==> config.mk <==
export PLATFORM = sky130hd
export DESIGN_NAME = jtag_tap
export DESIGN_NICKNAME = d
export VERILOG_FILES = /design/src/tap_pkg.sv /design/src/jtag_tap.sv
export VERILOG_INCLUDE_DIRS = /design/src
export SDC_FILE = /design/constraint.sdc
export NUM_CORES = 1
export LEC_CHECK = 0
export ABC_AREA = 1
export BUFFER_PORTS_ARGS = -buffer_cell sky130_fd_sc_hd__buf_2
export CORE_ASPECT_RATIO = 0.8
export CORE_MARGIN = 2
export CORE_UTILIZATION = 50
export DETAILED_ROUTE_END_ITERATION = 8
export HOLD_SLACK_MARGIN = 0.03
export PLACE_DENSITY = 0.67
export SYNTH_ARGS = -nofsm -noshare
export SYNTH_HDL_FRONTEND = slang
export SYNTH_SLANG_ARGS = --single-unit
export TNS_END_PERCENT = 10
==> constraint.sdc <==
create_clock -name core_clk -period 5.1 [get_ports core_clk]
set_input_delay 1.53 -clock core_clk [delete_from_list [all_inputs] [get_ports core_clk]]
set_output_delay 1.53 -clock core_clk [all_outputs]
set_load 0.05 [all_outputs]
==> src/tap_cfg.svh <==
`ifndef TAP_CFG_SVH
`define TAP_CFG_SVH

// Instruction register
`define IR_W         3
`define IR_EXTEST    3'h0
`define IR_SAMPLE    3'h1
`define IR_HIGHZ     3'h5
`define IR_CLAMP     3'h6
`define IR_BYPASS    3'h7
`define IR_CAPTURE   3'h1

// Identification register fields, values arbitrary
`define ID_W         32
`define ID_VERSION   4'h1
`define ID_PART      16'h5B1E
`define ID_NUMBER    4'h3
`define ID_LOW_BYTE  8'h01

// Boundary chain: three cells per I/O
`define IO_COUNT     8
`define BSC_PER_IO   3
`define BSC_IN       0
`define BSC_OUT      1
`define BSC_OE       2

// Serial output buffer
`define OUTQ_DEPTH   16
`define OUTQ_W       2

// Link timing
`define CORE_CLK_NS  20
`define TCK_MIN_NS   50
`define TCK_MIN_CYC  ((`TCK_MIN_NS + `CORE_CLK_NS - 1) / `CORE_CLK_NS)
`define TLR_TMS_RUN  5

`endif

==> src/tap_pkg.sv <==
package tap_pkg;

	typedef enum logic [3:0] {
		ST_E2D = 4'h0, ST_E1D = 4'h1, ST_SDR = 4'h2, ST_PDR = 4'h3,
		ST_SIS = 4'h4, ST_UDR = 4'h5, ST_CDR = 4'h6, ST_SDS = 4'h7,
		ST_E2I = 4'h8, ST_E1I = 4'h9, ST_SIR = 4'hA, ST_PIR = 4'hB,
		ST_RTI = 4'hC, ST_UIR = 4'hD, ST_CIR = 4'hE, ST_TLR = 4'hF
	} tap_state_e;

	typedef logic [2:0] instr_t;

endpackage

==> src/jtag_tap.sv <==
`timescale 1ns/1ps
`include "tap_cfg.svh"

module bit_fifo #(
	parameter int W = 2,
	parameter int D = 16
) (
	input  wire logic         clk,       // Core clock
	input  wire logic         rst_n,     // Synchronous-released reset
	input  wire logic         in_valid,  // Write request
	output logic              in_ready,  // Room available
	input  wire logic [W-1:0] in_data,   // Write word
	output logic              out_valid, // Word available
	input  wire logic         out_ready, // Read request
	output logic [W-1:0]      out_data   // Head word
);
	localparam int AW = $clog2(D);
	logic [W-1:0] mem [D];
	logic [AW-1:0] wp_q;
	logic [AW-1:0] rp_q;
	logic [AW:0]   cnt_q;
	wire push = in_valid & in_ready;
	wire pop  = out_valid & out_ready;

	assign in_ready  = (cnt_q != D[AW:0]);
	assign out_valid = (cnt_q != '0);
	assign out_data  = mem[rp_q];

	always_ff @(posedge clk) begin
		if (push) begin
			mem[wp_q] <= in_data;
		end
	end

	always_ff @(posedge clk or negedge rst_n) begin
		if (!rst_n) begin
			wp_q  <= '0;
			rp_q  <= '0;
			cnt_q <= '0;
		end else begin
			wp_q  <= push ? AW'(wp_q + 1'b1) : wp_q;
			rp_q  <= pop ? AW'(rp_q + 1'b1) : rp_q;
			cnt_q <= (AW+1)'(cnt_q + push - pop);
		end
	end
endmodule // bit_fifo

// Notes on behaviour
// Controller state is held in a four-bit encoded register.
// Transitions follow mode-select level sampled at each test clock rise.
// After power-up reset the controller sits in Test-Logic-Reset.
// Five test clocks with mode-select high reach Test-Logic-Reset.
// A one-bit bypass register shortens the serial path.
// Identification register is 32 bits: low byte, ID, part, version.
// Every I/O owns three boundary cells: input, output, enable.
// Boundary cells form one chain from data input to data output.
// Parallel side of cells sits between core and pad buffers.
// Serial data and mode-select are taken on test clock rise.
// Serial data output changes on test clock fall.
// Tester keeps the test clock at or below 20 MHz.
// Data output is released unless a shift is in progress.
// Code 000 drives pins from boundary cells and captures inputs.
// Code 001 captures pin snapshot while core keeps the pins.
// Code 101 tristates every I/O.
// Code 110 drives pins from the boundary register.
// Code 111 puts bypass between data input and output.
// Standard sixteen-state graph with capture, shift and update states.
// Codes 010, 011 and 100 behave as bypass.
// Test-Logic-Reset loads bypass code; identification is read out.
module jtag_tap
	import tap_pkg::*;
(
	input  wire logic                   core_clk,  // 50 MHz core clock
	input  wire logic                   resetn,    // Async reset, low
	input  wire logic                   tck,       // Test clock pin
	input  wire logic                   tms,       // Mode-select pin
	input  wire logic                   tdi,       // Serial data in pin
	output logic                        tdo_o,     // Serial data out
	output logic                        tdo_oe_o,  // Data out drive enable
	input  wire logic [`IO_COUNT-1:0]   core_out,  // Core output data
	input  wire logic [`IO_COUNT-1:0]   core_oe,   // Core output enables
	output logic      [`IO_COUNT-1:0]   core_in_o, // Input data to core
	input  wire logic [`IO_COUNT-1:0]   pad_in,    // Pad input levels
	output logic      [`IO_COUNT-1:0]   pad_out_o, // Pad output data
	output logic      [`IO_COUNT-1:0]   pad_oe_o   // Pad output enables
);
	import tap_pkg::*;

	localparam int NB = `IO_COUNT * `BSC_PER_IO;

	logic rst_s1_q, rst_n;
	logic [1:0] tck_s_q, tms_s_q, tdi_s_q;
	logic tck_d_q;
	logic [`IO_COUNT-1:0] pin_s1_q, pin_s_q;
	tap_state_e st_q, st_d;
	instr_t ir_q, ir_sh_q;
	logic id_sel_q, byp_q, pend_q;
	logic [`ID_W-1:0] id_q;
	logic [NB-1:0] bsr_q, upd_q;
	logic oq_rdy, oq_vld;
	logic [`OUTQ_W-1:0] oq_dat;
	logic [2:0] tms_run_q;

	always_ff @(posedge core_clk or negedge resetn) begin
		if (!resetn) begin
			rst_s1_q <= 1'b0;
			rst_n    <= 1'b0;
		end else begin
			rst_s1_q <= 1'b1;
			rst_n    <= rst_s1_q;
		end
	end

	// Pin synchronisers; only stage [1] is read
	always_ff @(posedge core_clk or negedge rst_n) begin
		if (!rst_n) begin
			tck_s_q  <= 2'h0;
			tms_s_q  <= 2'h3;
			tdi_s_q  <= 2'h0;
			tck_d_q  <= 1'b0;
			pin_s1_q <= '0;
			pin_s_q  <= '0;
		end else begin
			tck_s_q  <= {tck_s_q[0], tck};
			tms_s_q  <= {tms_s_q[0], tms};
			tdi_s_q  <= {tdi_s_q[0], tdi};
			tck_d_q  <= tck_s_q[1];
			pin_s1_q <= pad_in;
			pin_s_q  <= pin_s1_q;
		end
	end

	wire tck_rise = tck_s_q[1] & ~tck_d_q;
	wire tck_fall = ~tck_s_q[1] & tck_d_q;
	wire step     = tck_rise & ~pend_q;
	wire tms_v    = tms_s_q[1];
	wire tdi_v    = tdi_s_q[1];

	always_comb begin
		unique case (st_q)
			ST_TLR: st_d = tms_v ? ST_TLR : ST_RTI;
			ST_RTI: st_d = tms_v ? ST_SDS : ST_RTI;
			ST_SDS: st_d = tms_v ? ST_SIS : ST_CDR;
			ST_CDR: st_d = tms_v ? ST_E1D : ST_SDR;
			ST_SDR: st_d = tms_v ? ST_E1D : ST_SDR;
			ST_E1D: st_d = tms_v ? ST_UDR : ST_PDR;
			ST_PDR: st_d = tms_v ? ST_E2D : ST_PDR;
			ST_E2D: st_d = tms_v ? ST_UDR : ST_SDR;
			ST_UDR: st_d = tms_v ? ST_SDS : ST_RTI;
			ST_SIS: st_d = tms_v ? ST_TLR : ST_CIR;
			ST_CIR: st_d = tms_v ? ST_E1I : ST_SIR;
			ST_SIR: st_d = tms_v ? ST_E1I : ST_SIR;
			ST_E1I: st_d = tms_v ? ST_UIR : ST_PIR;
			ST_PIR: st_d = tms_v ? ST_E2I : ST_PIR;
			ST_E2I: st_d = tms_v ? ST_UIR : ST_SIR;
			ST_UIR: st_d = tms_v ? ST_SDS : ST_RTI;
		endcase
	end

	// Four-bit state, reset lands in Test-Logic-Reset
	always_ff @(posedge core_clk or negedge rst_n) begin
		if (!rst_n) begin
			st_q <= ST_TLR;
		end else if (step) begin
			st_q <= st_d; // see R02
		end
	end

	// Run of high mode-select steps for the reset check
	always_ff @(posedge core_clk or negedge rst_n) begin
		if (!rst_n) tms_run_q <= 3'h0;
		else if (step) tms_run_q <= !tms_v ? 3'h0
			: (tms_run_q == 3'h7 ? 3'h7 : 3'(tms_run_q + 1'b1));
	end

	// Instruction decode
	wire sel_bsr  = ~id_sel_q & (ir_q == `IR_EXTEST | ir_q == `IR_SAMPLE
		| ir_q == `IR_CLAMP);
	wire sel_id   = id_sel_q;
	wire sel_byp  = ~sel_bsr & ~sel_id; // see R18
	wire drive_bs = ~id_sel_q & (ir_q == `IR_EXTEST | ir_q == `IR_CLAMP);
	wire all_z    = ~id_sel_q & (ir_q == `IR_HIGHZ);
	wire in_cap   = step & (st_q == ST_CDR);
	wire in_shd   = step & (st_q == ST_SDR);
	wire [`ID_W-1:0] id_val = {`ID_VERSION, `ID_PART, `ID_NUMBER,
		`ID_LOW_BYTE};

	always_ff @(posedge core_clk or negedge rst_n) begin
		if (!rst_n) begin
			ir_q     <= `IR_BYPASS;
			ir_sh_q  <= `IR_CAPTURE;
			id_sel_q <= 1'b1;
		end else if (step && st_q == ST_TLR) begin
			ir_q     <= `IR_BYPASS;
			id_sel_q <= 1'b1;
		end else if (step && st_q == ST_CIR) begin
			ir_sh_q  <= `IR_CAPTURE;
		end else if (step && st_q == ST_SIR) begin
			ir_sh_q  <= {tdi_v, ir_sh_q[2:1]};
		end else if (step && st_q == ST_UIR) begin
			ir_q     <= ir_sh_q;
			id_sel_q <= 1'b0;
		end
	end

	always_ff @(posedge core_clk or negedge rst_n) begin
		if (!rst_n) begin
			byp_q <= 1'b0;
			id_q  <= '0;
		end else begin
			if (in_cap && sel_byp) byp_q <= 1'b0;
			else if (in_shd && sel_byp) byp_q <= tdi_v;
			if (in_cap && sel_id) id_q <= id_val;
			else if (in_shd && sel_id) id_q <= {tdi_v, id_q[`ID_W-1:1]};
		end
	end

	// Boundary cells: input, output and enable per I/O
	wire [NB-1:0] bsr_cap;
	wire [`IO_COUNT-1:0] upd_in, upd_out, upd_oe;
	genvar gi;
	generate
		for (gi = 0; gi < `IO_COUNT; gi++) begin : g_io
			assign bsr_cap[gi*`BSC_PER_IO + `BSC_IN]  = pin_s_q[gi];
			assign bsr_cap[gi*`BSC_PER_IO + `BSC_OUT] = core_out[gi];
			assign bsr_cap[gi*`BSC_PER_IO + `BSC_OE]  = core_oe[gi];
			assign upd_in[gi]  = upd_q[gi*`BSC_PER_IO + `BSC_IN];
			assign upd_out[gi] = upd_q[gi*`BSC_PER_IO + `BSC_OUT];
			assign upd_oe[gi]  = upd_q[gi*`BSC_PER_IO + `BSC_OE];
		end
	endgenerate

	always_ff @(posedge core_clk or negedge rst_n) begin
		if (!rst_n) begin
			bsr_q <= '0;
			upd_q <= '0;
		end else begin
			if (in_cap && sel_bsr) bsr_q <= bsr_cap;
			else if (in_shd && sel_bsr)
				bsr_q <= {tdi_v, bsr_q[NB-1:1]};
			if (step && st_q == ST_UDR && sel_bsr) upd_q <= bsr_q;
		end
	end

	// Pad and core sides of the cells
	wire [`IO_COUNT-1:0] pad_out_d = drive_bs ? upd_out : core_out;
	wire [`IO_COUNT-1:0] pad_oe_d  = all_z ? '0
		: (drive_bs ? upd_oe : core_oe); // see R14
	wire [`IO_COUNT-1:0] core_in_d = (~id_sel_q & ir_q == `IR_EXTEST)
		? upd_in : pin_s_q;

	always_ff @(posedge core_clk or negedge rst_n) begin
		if (!rst_n) begin
			pad_out_o <= '0;
			pad_oe_o  <= '0;
			core_in_o <= '0;
		end else begin
			pad_out_o <= pad_out_d;
			pad_oe_o  <= pad_oe_d;
			core_in_o <= core_in_d;
		end
	end

	// Serial output: queued after rise, presented on the next fall
	wire shifting = (st_q == ST_SIR) | (st_q == ST_SDR);
	wire dr_lsb   = sel_id ? id_q[0] : (sel_bsr ? bsr_q[0] : byp_q);
	wire ser_lsb  = (st_q == ST_SIR) ? ir_sh_q[0] : dr_lsb;

	always_ff @(posedge core_clk or negedge rst_n) begin
		if (!rst_n) begin
			pend_q <= 1'b0;
		end else begin
			pend_q <= tck_rise | (pend_q & ~oq_rdy);
		end
	end

	bit_fifo #(
		.W (`OUTQ_W),
		.D (`OUTQ_DEPTH)
	) u_outq (
		.clk       (core_clk),
		.rst_n     (rst_n),
		.in_valid  (pend_q),
		.in_ready  (oq_rdy),
		.in_data   ({shifting, ser_lsb}),
		.out_valid (oq_vld),
		.out_ready (tck_fall),
		.out_data  (oq_dat)
	);

	always_ff @(posedge core_clk or negedge rst_n) begin
		if (!rst_n) begin
			tdo_o    <= 1'b0;
			tdo_oe_o <= 1'b0;
		end else if (tck_fall && oq_vld) begin
			tdo_o    <= oq_dat[0];
			tdo_oe_o <= oq_dat[1];
		end
	end
endmodule // jtag_tap

# Word-level counts from Yosys, hierarchy flattened
# Memories as Yosys holds them, arrays and structs flattened. A register that Yosys moved wholly into a read port is not among the register bits.
# Cells that the tools add are included.
# classes
eq_ne	21
mux	38
add_sub_neg	4
reduce_logical	27
bitwise_logic	25
# op_table
op	count
$mux W32	2
$mux W24	2
$pmux W4 S12	1
$eq A4 B4 Y1 const B	8
$mux W8	4
$mux W3	10
$eq A4 B3 Y1 const B	4
$and A1 B1 Y1	13
$logic_and A1 B1 Y1	13
$mux W1	12
$mux W2	6
$reduce_bool A2 Y1	5
$add A4 B1 Y4 const B	2
$eq A4 B2 Y1 const B	2
$not A1 Y1	7
$eq A3 B3 Y1 const B	2
$add A5 B1 Y5	1
$ne A5 B5 Y1 const B	1
$or A1 B1 Y1	5
$reduce_bool A5 Y1	1
$sub A5 B1 Y5	1
$eq A4 B1 Y1 const B	1
$logic_not A4 Y1	1
$mux W4	1
other kinds (8)	10
# totals
mem_bits_rw	32
wordCells	139
regBits	155
output_inout_bits	26
input_bits	29
memories	1
# memory_table
name	depth	word_bits	read_ports	rd_clocked_by_memory_dff	wr	line	text
u_outq.mem	16	2	1	1	1	jtag_tap.sv:18	logic [W-1:0] mem [D];

# Logic depth before layout (Yosys ltp)
# Gate-level depths: netlist of run 1.
# depth
depth_word	9
mapped_depth	13
mapped_depth_nobuf	13

# Hierarchy
# A second synthesis of run 1 with hierarchy kept.
# unflattened
cells_unflattened	920
area_unflattened_um2	8160.3
# modules_own_cells
module	area_each_um2	seq_area_each_um2	cells_per_inst	n_inst
jtag_tap	5952.0	3617.2	687	1
bit_fifo	2208.4	1286.2	233	1

# Worst setup path after synthesis of run 1
# No wires, ideal clock.
# synth_timing
path_type	register -> register
from	register u_outq.cnt_q[3]
to	register u_outq.cnt_q[4]
period_less_slack_ns	2.328
required_time_ns	5.021
stages_incl_launch_ff	14
path_slack_ns	2.772
n_path_buf	0
setup_time_ns	0.079
arrival_ns	2.249
path_cell_list	dfrtp_1 -> inv_1 -> ha_1 -> nand4_1 -> nand3_1 -> inv_1 -> ha_1 -> inv_1 -> ha_1 -> fa_1 -> a21oi_1 -> nor2_1 -> nor2_1 -> xor2_1
# synth_via
elab_cells_between_ends	6
# synth_lines
item	line	text
start: declaration	jtag_tap.sv:21	logic [AW:0] cnt_q;
start signal: assignment	jtag_tap.sv:43	cnt_q <= (AW+1)'(cnt_q + push - pop);
$reduce_bool A5 Y1	jtag_tap.sv:26	assign out_valid = (cnt_q != '0);
$and A1 B1 Y1	jtag_tap.sv:23	wire pop = out_valid & out_ready;
named net u_outq.pop	jtag_tap.sv:23	
$sub A5 B1 Y5	jtag_tap.sv:43	
# The timed path passes the listed nets, and every way through them passes these cells.
# A chain may end at the register's enable or synchronous reset.

# Worst setup path in the final report of run 1
# layout_timing
from	register st_q[2]
to	register id_q[6]
# layout_via
elab_chain_cells	4
elab_cells_between_ends	8
# layout_lines
item	line	text
start: declaration	jtag_tap.sv:95	tap_state_e st_q, st_d;
start signal: assignment	jtag_tap.sv:165	st_q <= st_d;
$eq A4 B3 Y1 / $eq A4 B2 Y1 (equally long branches)	jtag_tap.sv:183, jtag_tap.sv:184	
$and A1 B1 Y1, on equally long branches	jtag_tap.sv:183, jtag_tap.sv:184	
$logic_and A1 B1 Y1, on equally long branches	jtag_tap.sv:213, jtag_tap.sv:214	
$mux W32 / $reduce_bool A2 Y1 (equally long branches)	-	
end signal: assignment	jtag_tap.sv:213	if (in_cap && sel_id) id_q <= id_val;
end signal: assignment	jtag_tap.sv:214	else if (in_shd && sel_id) id_q <= {tdi_v, id_q[`ID_W-1:1]};
end: declaration	jtag_tap.sv:98	logic [`ID_W-1:0] id_q;
# Several ways; a longest one is shown, not always the timed one.

==> results by group, run 1 <==
Clock network
  – Bufs on Longest Clock Path: 2
  – CTS Buf Count: 17
  – CTS sink count: 189
  – Number of setup buffers added after CTS: 0
  – Cts repair resizes: 0
  – Hold Buf Count CTS: 0
  – H-Tree Depth: 4
  – Clk_lat worst skew: roughly 0.44 ns
  – Root Driver: clkbuf_16
  – CTS tree: built
  – CTS clk-pin slew, worst paths: 0.07 ns

Drt
  – Via/cell ratio: 4.826
  – Vias: 5603
  – Post-route ant nets: 0
  – Length of routed met2 wiring: ~6400 um
  – Drc violations: 0
  – Final wirelength: around 15000 um
  – 1st-iter DRT viols: 389
  – 1st-pass router iterations: 5
  – Routed wire per std cell: about 13 um
  – Top Metal Used: met4
  – M1 WL: 7504 um
  – DR WL met3: 759 um

Setup path
  – Crit-path cells: inv_1, nand2_1, nor2_1, nand2_1, inv_1, nand2_1, nand2_1
  – Most Frequent Cell on Critical Path: nand2_1
  – Max FO, Critical Path: 55
  – RR Startpoint: st_q[2]
  – R2R cell count: 7
  – Critical Path AT: just over 3 ns
  – Worst path max stage delay: around 1.2 ns
  – CP max-delay cell: dfstp_2
  – Crit. End Element: register
  – Worst Setup Path Type: reg2reg
  – CP required: about 5.4 ns
  – Critical Path End: id_q[6]
  – Critical path origin: st_q[2]
  – Critical path launch point type: register
  – Reg-to-reg setup timing slack: 2.36 ns
  – FF-to-FF End: id_q[6]

Yosys
  – Post-Syn Area: 8041 um2
  – Ys async rst share: 0.8307
  – Syn Inst Count: 886
  – Synth area leader: dfrtp_1
  – Synth Flop Type: dfrtp_1
  – Largest cells by area after synthesis: dfrtp_1 (45%), edfxtp_1 (12%), nand2_1 (12%), inv_1 (6.2%), o21ai_0 (4.0%)
  – #FFs+latches synth: 189
  – Syn. warnings: 0
  – Number of flops mapped to enable cells by yosys: 32
  – Register area share after synthesis: 0.6098
  – Syn avg cell area: 9.076 um2
  – Post-Syn Nets: 927
  – Yosys cell types: 36
  – Top cell type's share of synthesized area: 0.4543

STA
  – Setup_tns: 0 ns
  – Final hold vios: 0
  – Slew headroom: 0.2610
  – F_max: ~0.36 GHz
  – RSZ-0062 raised after global routing: false
  – Fin. max-slew vios: 0
  – Clk_skew: 0.008193 ns
  – Tmin final: 2.740 ns
  – Final setup violation count: 0
  – Worst-Margin Slew: 1.105 ns
  – Final period utilization: 0.5372
  – Hold Slack: between 0.3 and 0.4 ns

Power
  – PwrDens: 579.4 nW/um2
  – Max IR drop VDD: 0.2586 mV
  – Leakage Power: 4.658 nW

Final layout
  – Area growth, synth to finish: 12.51%
  – Sequential Area: 4907 um2
  – Most frequent cells in the layout: nand2_1 (249), dfrtp_1 (145), inv_1 (132), nor2_1 (75), o21ai_0 (65)
  – Layout cells sized above 1: 0.1311
  – Final #Nets: 974
  – Commonest non-fill, non-tap cell in the layout: nand2_1
  – Filler cells: 1399
  – Multi-input gate area: about 2400 um2
  – # diodes: 0

Global route
  – First-pass GRT wire length: 26140 um
  – Gr ovfl total: 0
  – Initial antenna violation count: 0
  – Vias in the first global route: 5285
  – Largest net degree at the start of global routing: 66
  – Gr usage total: 0.1912

Outcome
  – Status: complete, no violations

Floorplanning
  – Site Rows: 41
  – Die area: 17120 um2
  – Chip height: 117.4 um
  – Chip width: ~150 um
  – Placeable Area: 15750 um2
  – Initial core utilization: 0.5106
  – Io pins: 55

Flow run
  – Max-Cap Viols: 0

Worst hold path
  – Hold WC Path Type: reg2reg

Placement
  – DPL Wire Length: 9634 um
  – Port buffer count: 54
  – Placer congestion estimate: roughly 0.87
[metrics by stage]
stage | utilization | power (W) | setup WS [ns] | instance area (um2) | instances
2_1_floorplan | - | 0.003553 | 0.4208 | 8041 | 886
3_3_place_gp | 0.5375 | 0.003938 | 2.429 | 8466 | 1129
4_1_cts | 0.5745 | 0.005282 | 2.352 | 9047 | 1161
3_5_place_dp | 0.5375 | 0.003955 | 2.383 | 8466 | 1129
5_1_grt | 0.5745 | 0.005631 | 1.998 | 9047 | 1161
6_report | 0.5745 | 0.005242 | 2.360 | 9047 | 1161
[flip-flops by register name, summed over array words and instances, names as in the netlist, 5 cells and up]
signal and cells:
bsr_q 24, core_in_o 8, id_q 32, pad_oe_o 8, pad_out_o 8, pin_s1_q 8
pin_s_q 8, u_outq.cnt_q 5, u_outq.mem 32, upd_q 24
[cells in the mapped netlist (3+ instances only)]
| cell type | number |
|---|---|
| a21oi_1 | 30 |
| buf_1 | 5 |
| buf_2 | 13 |
| buf_6 | 3 |
| clkbuf_1 | 8 |
| clkinv_1 | 3 |
| dfrtp_1 | 146 |
| dfstp_2 | 11 |
| edfxtp_1 | 32 |
| ha_1 | 11 |
| inv_1 | 132 |
| inv_2 | 11 |
| nand2_1 | 249 |
| nand3_1 | 37 |
| nand4_1 | 3 |
| nor2_1 | 75 |
| o21ai_0 | 65 |
| o21ai_1 | 8 |
| o21ai_2 | 9 |
| o22ai_1 | 5 |
| xor2_1 | 10 |
[worst min path at each step]
| stage | from | endpoint | slack (ns) | depth (start not counted) |
|---|---|---|---|---|
| 2_1_floorplan | pin_s1_q[0] | pin_s_q[0] | 0.33 | 0 |
| 3_3_place_gp | pin_s1_q[3] | pin_s_q[3] | 0.33 | 0 |
| 3_5_place_dp | pin_s1_q[5] | pin_s_q[5] | 0.33 | 0 |
| 4_1_cts | tdi_s_q[0] | tdi_s_q[1] | 0.35 | 0 |
| 5_1_grt | pin_s1_q[7] | pin_s_q[7] | 0.35 | 0 |
| 6_report | pin_s1_q[7] | pin_s_q[7] | 0.35 | 0 |
[cell type report]
type / instances / area share
Sequential cell: 189 / 0.5424
Multi-Input combinational cell: 521 / 0.2698
Inverter: 146 / 0.06057
Clock buffer: 20 / 0.04937
Timing Repair Buffer: 58 / 0.03319
Tap cell: 215 / 0.02973
Clock inverter: 12 / 0.01494
[report_power, final]
group | total (W) | internal [W] | switching (W)
Sequential | 0.00233 | 0.00200 | 0.000328
Combinational | 0.00161 | 0.000493 | 0.00112
Clock | 0.00131 | 0.000739 | 0.000569
[per-layer routing]
metal  GRT usage  vias to the layer above
met3     0.04825                       23
li1            -                     2839
met1      0.2911                     2622
met5           0                        -
met2      0.2659                      119
met4     0.06740                        0
[kinds of logic (layout without fill, tap and decap cells)]
| kind of cell | after synthesis | after routing | share of synthesized area |
|---|---|---|---|
| and+or+nand+nor | 372 | 372 | 0.1856 |
| adders and majority gates | 12 | 12 | 0.01960 |
| DFF | 189 | 189 | 0.6098 |
| other | 1 | 1 | 0.0004663 |
| AOI/OAI and AO/OA | 126 | 126 | 0.08620 |
| xor gates and xnor gates | 10 | 10 | 0.01089 |
| buffers and inverters | 176 | 236 | 0.08744 |
[worst max-delay path, delay by kind of cell (launching register included)]
family / cells / cell delay, ns
DFF: 1 / 1.16
and+or+nand+nor: 5 / 0.86
buffers and inverters: 2 / 0.59
Note: power is estimated with default switching activity, not from simulation.
==> run 2: changes to the inputs <==
==> constraint.sdc (replaced) <==
create_clock -name core_clk -period 2.6 [get_ports core_clk]
set_input_delay 0.78 -clock core_clk [delete_from_list [all_inputs] [get_ports core_clk]]
set_output_delay 0.78 -clock core_clk [all_outputs]
set_load 0.05 [all_outputs]
==> run 2 against run 1 <==
  * Critical path depth rose by 6
  * Clock skew up 0.0038 ns
  * Sequential share of layout area decreased by 0.70 points
==> results by group, run 2 (synthesized netlist as in run 1, its figures left out) <==
Worst hold path
  – Hold WC Path Type: in2async

STA
  – Setup_tns: 0 ns (unchanged)
  – Slew headroom: 0.5320 (+0.2710)
  – Worst-Margin Slew: 0.6967 ns (-0.4088 ns)
  – F_max: 0.4182 GHz (+15%)
  – Final setup violation count: 0 (unchanged)
  – Clk_skew: 0.01196 ns (+0.003769 ns)
  – Final period utilization: 0.9198 (+0.3825)
  – Fin. max-slew vios: 0 (unchanged)
  – RSZ-0062 raised after global routing: false
  – Hold Slack: 0.1205 ns (-0.2274 ns)
  – Tmin final: 2.391 ns (-0.3485 ns)
  – Final hold vios: 0 (unchanged)

Setup path
  – Reg-to-reg setup timing slack: 0.21 ns (-2.15 ns)
  – CP required: 2.96 ns (-2.46 ns)
  – R2R cell count: 13 (+6)
  – Cell family with most CP delay: adder cells
  – Max FO, Critical Path: 6 (-89%)
  – Critical path origin: u_outq.cnt_q[3]
  – CP Buf/Inv Count: 3 (+1)
  – FF-to-FF End: u_outq.cnt_q[4]
  – Crit-path cells: inv_1, ha_1, nand4_1, nand3_1, inv_1, ha_1, inv_1, ha_1, fa_2, a21oi_1, nor2_1, nor2_1, xor2_1
  – RR Startpoint: u_outq.cnt_q[3]
  – Crit. End Element: register
  – Critical path launch point type: register
  – Worst path max stage delay: 0.39 ns (-0.77 ns)
  – Worst Setup Path Type: reg2reg
  – CP max-delay cell: dfrtp_1
  – Critical Path AT: 2.75 ns (-0.31 ns)

Drt
  – Final wirelength: 15680 um (+5.3%)
  – Via/cell ratio: 4.870 (+0.91%)
  – Drc violations: 0 (unchanged)
  – Routed wire per std cell: 13.33 um (+3.9%)
  – 1st-pass router iterations: 5 (unchanged)
  – Vias: 5727 (+2.2%)
  – Post-route ant nets: 0 (unchanged)
  – 1st-iter DRT viols: 340 (-13%)

Global route
  – Initial antenna violation count: 0 (unchanged)
  – Gr ovfl total: 0 (unchanged)
  – Vias in the first global route: 5376 (+1.7%)
  – First-pass GRT wire length: 26360 um (+0.82%)
  – Gr usage total: 0.1937 (+0.002438)
  – Largest net degree at the start of global routing: 49 (-26%)

Clock network
  – CTS tree: built
  – CTS Buf Count: 17 (unchanged)
  – CTS sink count: 189 (unchanged)
  – Hold Buf Count CTS: 0 (unchanged)
  – Bufs on Longest Clock Path: 2 (unchanged)
  – H-Tree Depth: 4 (unchanged)
  – Root Driver: clkbuf_16
  – Clk_lat worst skew: 0.44 ns (about the same)
  – CTS clk-pin slew, worst paths: 0.07 ns (about the same)
  – Number of setup buffers added after CTS: 0 (unchanged)

Placement
  – Placer congestion estimate: 0.8845 (+1.7%)
  – Port buffer count: 54 (unchanged)
  – DPL Wire Length: 10240 um (+6.3%)

Final layout
  – Regs by FF count: id_q: 32 flops, u_outq.mem: 32 flops
  – Final #Nets: 989 (+1.5%)
  – # diodes: 0 (unchanged)
  – Most frequent cells in the layout: nand2_1 (249), dfrtp_1 (145), inv_1 (132), nor2_1 (75), o21ai_0 (65)
  – Layout cells sized above 1: 0.1467 (+0.01564)
  – Commonest non-fill, non-tap cell in the layout: nand2_1
  – Area growth, synth to finish: 13.97%
  – Filler cells: 1373 (-1.9%)

Power
  – Max IR drop VDD: 0.5042 mV (+95%)
  – PwrDens: 1126 nW/um2 (+94%)
  – Leakage Power: 4.736 nW (+1.7%)

Floorplanning
  – Chip height: 117.4 um (unchanged)
  – Site Rows: 41 (unchanged)
  – Die area: 17120 um2 (unchanged)
  – Io pins: 55 (unchanged)
  – Initial core utilization: 0.5106 (unchanged)
  – Placeable Area: 15750 um2 (unchanged)
  – Chip width: 145.8 um (unchanged)

Flow run
  – Max-Cap Viols: 0 (unchanged)

Outcome
  – Status: complete, no violations
==> run 2: cell count changes in the layout (fill, tap and decap cells not counted) <==
cell	previous run	this run
buf_12	0	2
clkinv_2	1	4
buf_4	4	17
inv_4	2	1
fa_2	0	1
clkbuf_1	2	1
bufinv_16	2	1
clkinvlp_4	3	1
clkinv_4	2	4
fa_1	1	0
==> run 2: report_power, final <==
part,internal [W],switching (W)
clock network,0.00135,0.00113
registers,0.00392,0.000527
logic,0.00104,0.00236
total,0.00631,0.00401
==> run 2: layout make-up <==
class | count | area, um2 | area share
clock inverter | 13 | 116.4 | 0.01270
inverter | 146 | 548.0 | 0.05980
tap | 215 | 269.0 | 0.02935
sequential | 189 | 4907 | 0.5354
multi-input combinational | 521 | 2444 | 0.2666
clock buffer | 19 | 442.9 | 0.04833
timing repair buffer | 73 | 437.9 | 0.04778
==> run 2: stage by stage <==
stage / instance area [um2] / utilization / std cells / power, W / setup slack [ns]
4_1_cts: 9163 / 0.5818 / 1176 / 0.01038 / 0.1387
3_3_place_gp: 8603 / 0.5463 / 1144 / 0.007809 / 0.2447
2_1_floorplan: 8043 / - / 886 / 0.006969 / 0.01000
6_report: 9165 / 0.5820 / 1176 / 0.01032 / 0.2086
3_5_place_dp: 8603 / 0.5463 / 1144 / 0.007875 / 0.1585
5_1_grt: 9165 / 0.5820 / 1176 / 0.01101 / 0.05522
==> run 2: how the worst max path moves through the flow <==
stage	cells after the start	to	slack (ns)
6_report	13	u_outq.cnt_q[4]	0.21
5_1_grt	13	u_outq.cnt_q[4]	0.06
4_1_cts	13	u_outq.cnt_q[4]	0.14
3_5_place_dp	13	u_outq.cnt_q[4]	0.16
3_3_place_gp	13	u_outq.cnt_q[4]	0.24
2_1_floorplan	0	bsr_q[0]	0.01
==> run 2: timing repair <==
action	CTS	global route
endpoints found under the hold margin	0	0
endpoints found under the setup margin	0	1
gates resized for setup	0	1
==> run 2: worst reg2reg max path, cell delays in order, from the launching register on <==
cell and delay (ns):
dfrtp_1 0.39, inv_1 0.09, ha_1 0.18, nand4_1 0.11
nand3_1 0.12, inv_1 0.11, ha_1 0.29, inv_1 0.04
ha_1 0.21, fa_2 0.36, a21oi_1 0.13, nor2_1 0.05
nor2_1 0.11, xor2_1 0.15
==> run 2: per-layer routing <==
layer	up-vias	routed length (um)	GRT usage	part of all wire
met2	142	6960	0.2821	0.44
met1	2701	7774	0.2853	0.50
met5	-	0	0	0
met3	17	790	0.05370	0.050
met4	0	154	0.05576	0.0098
li1	2867	-	-	-
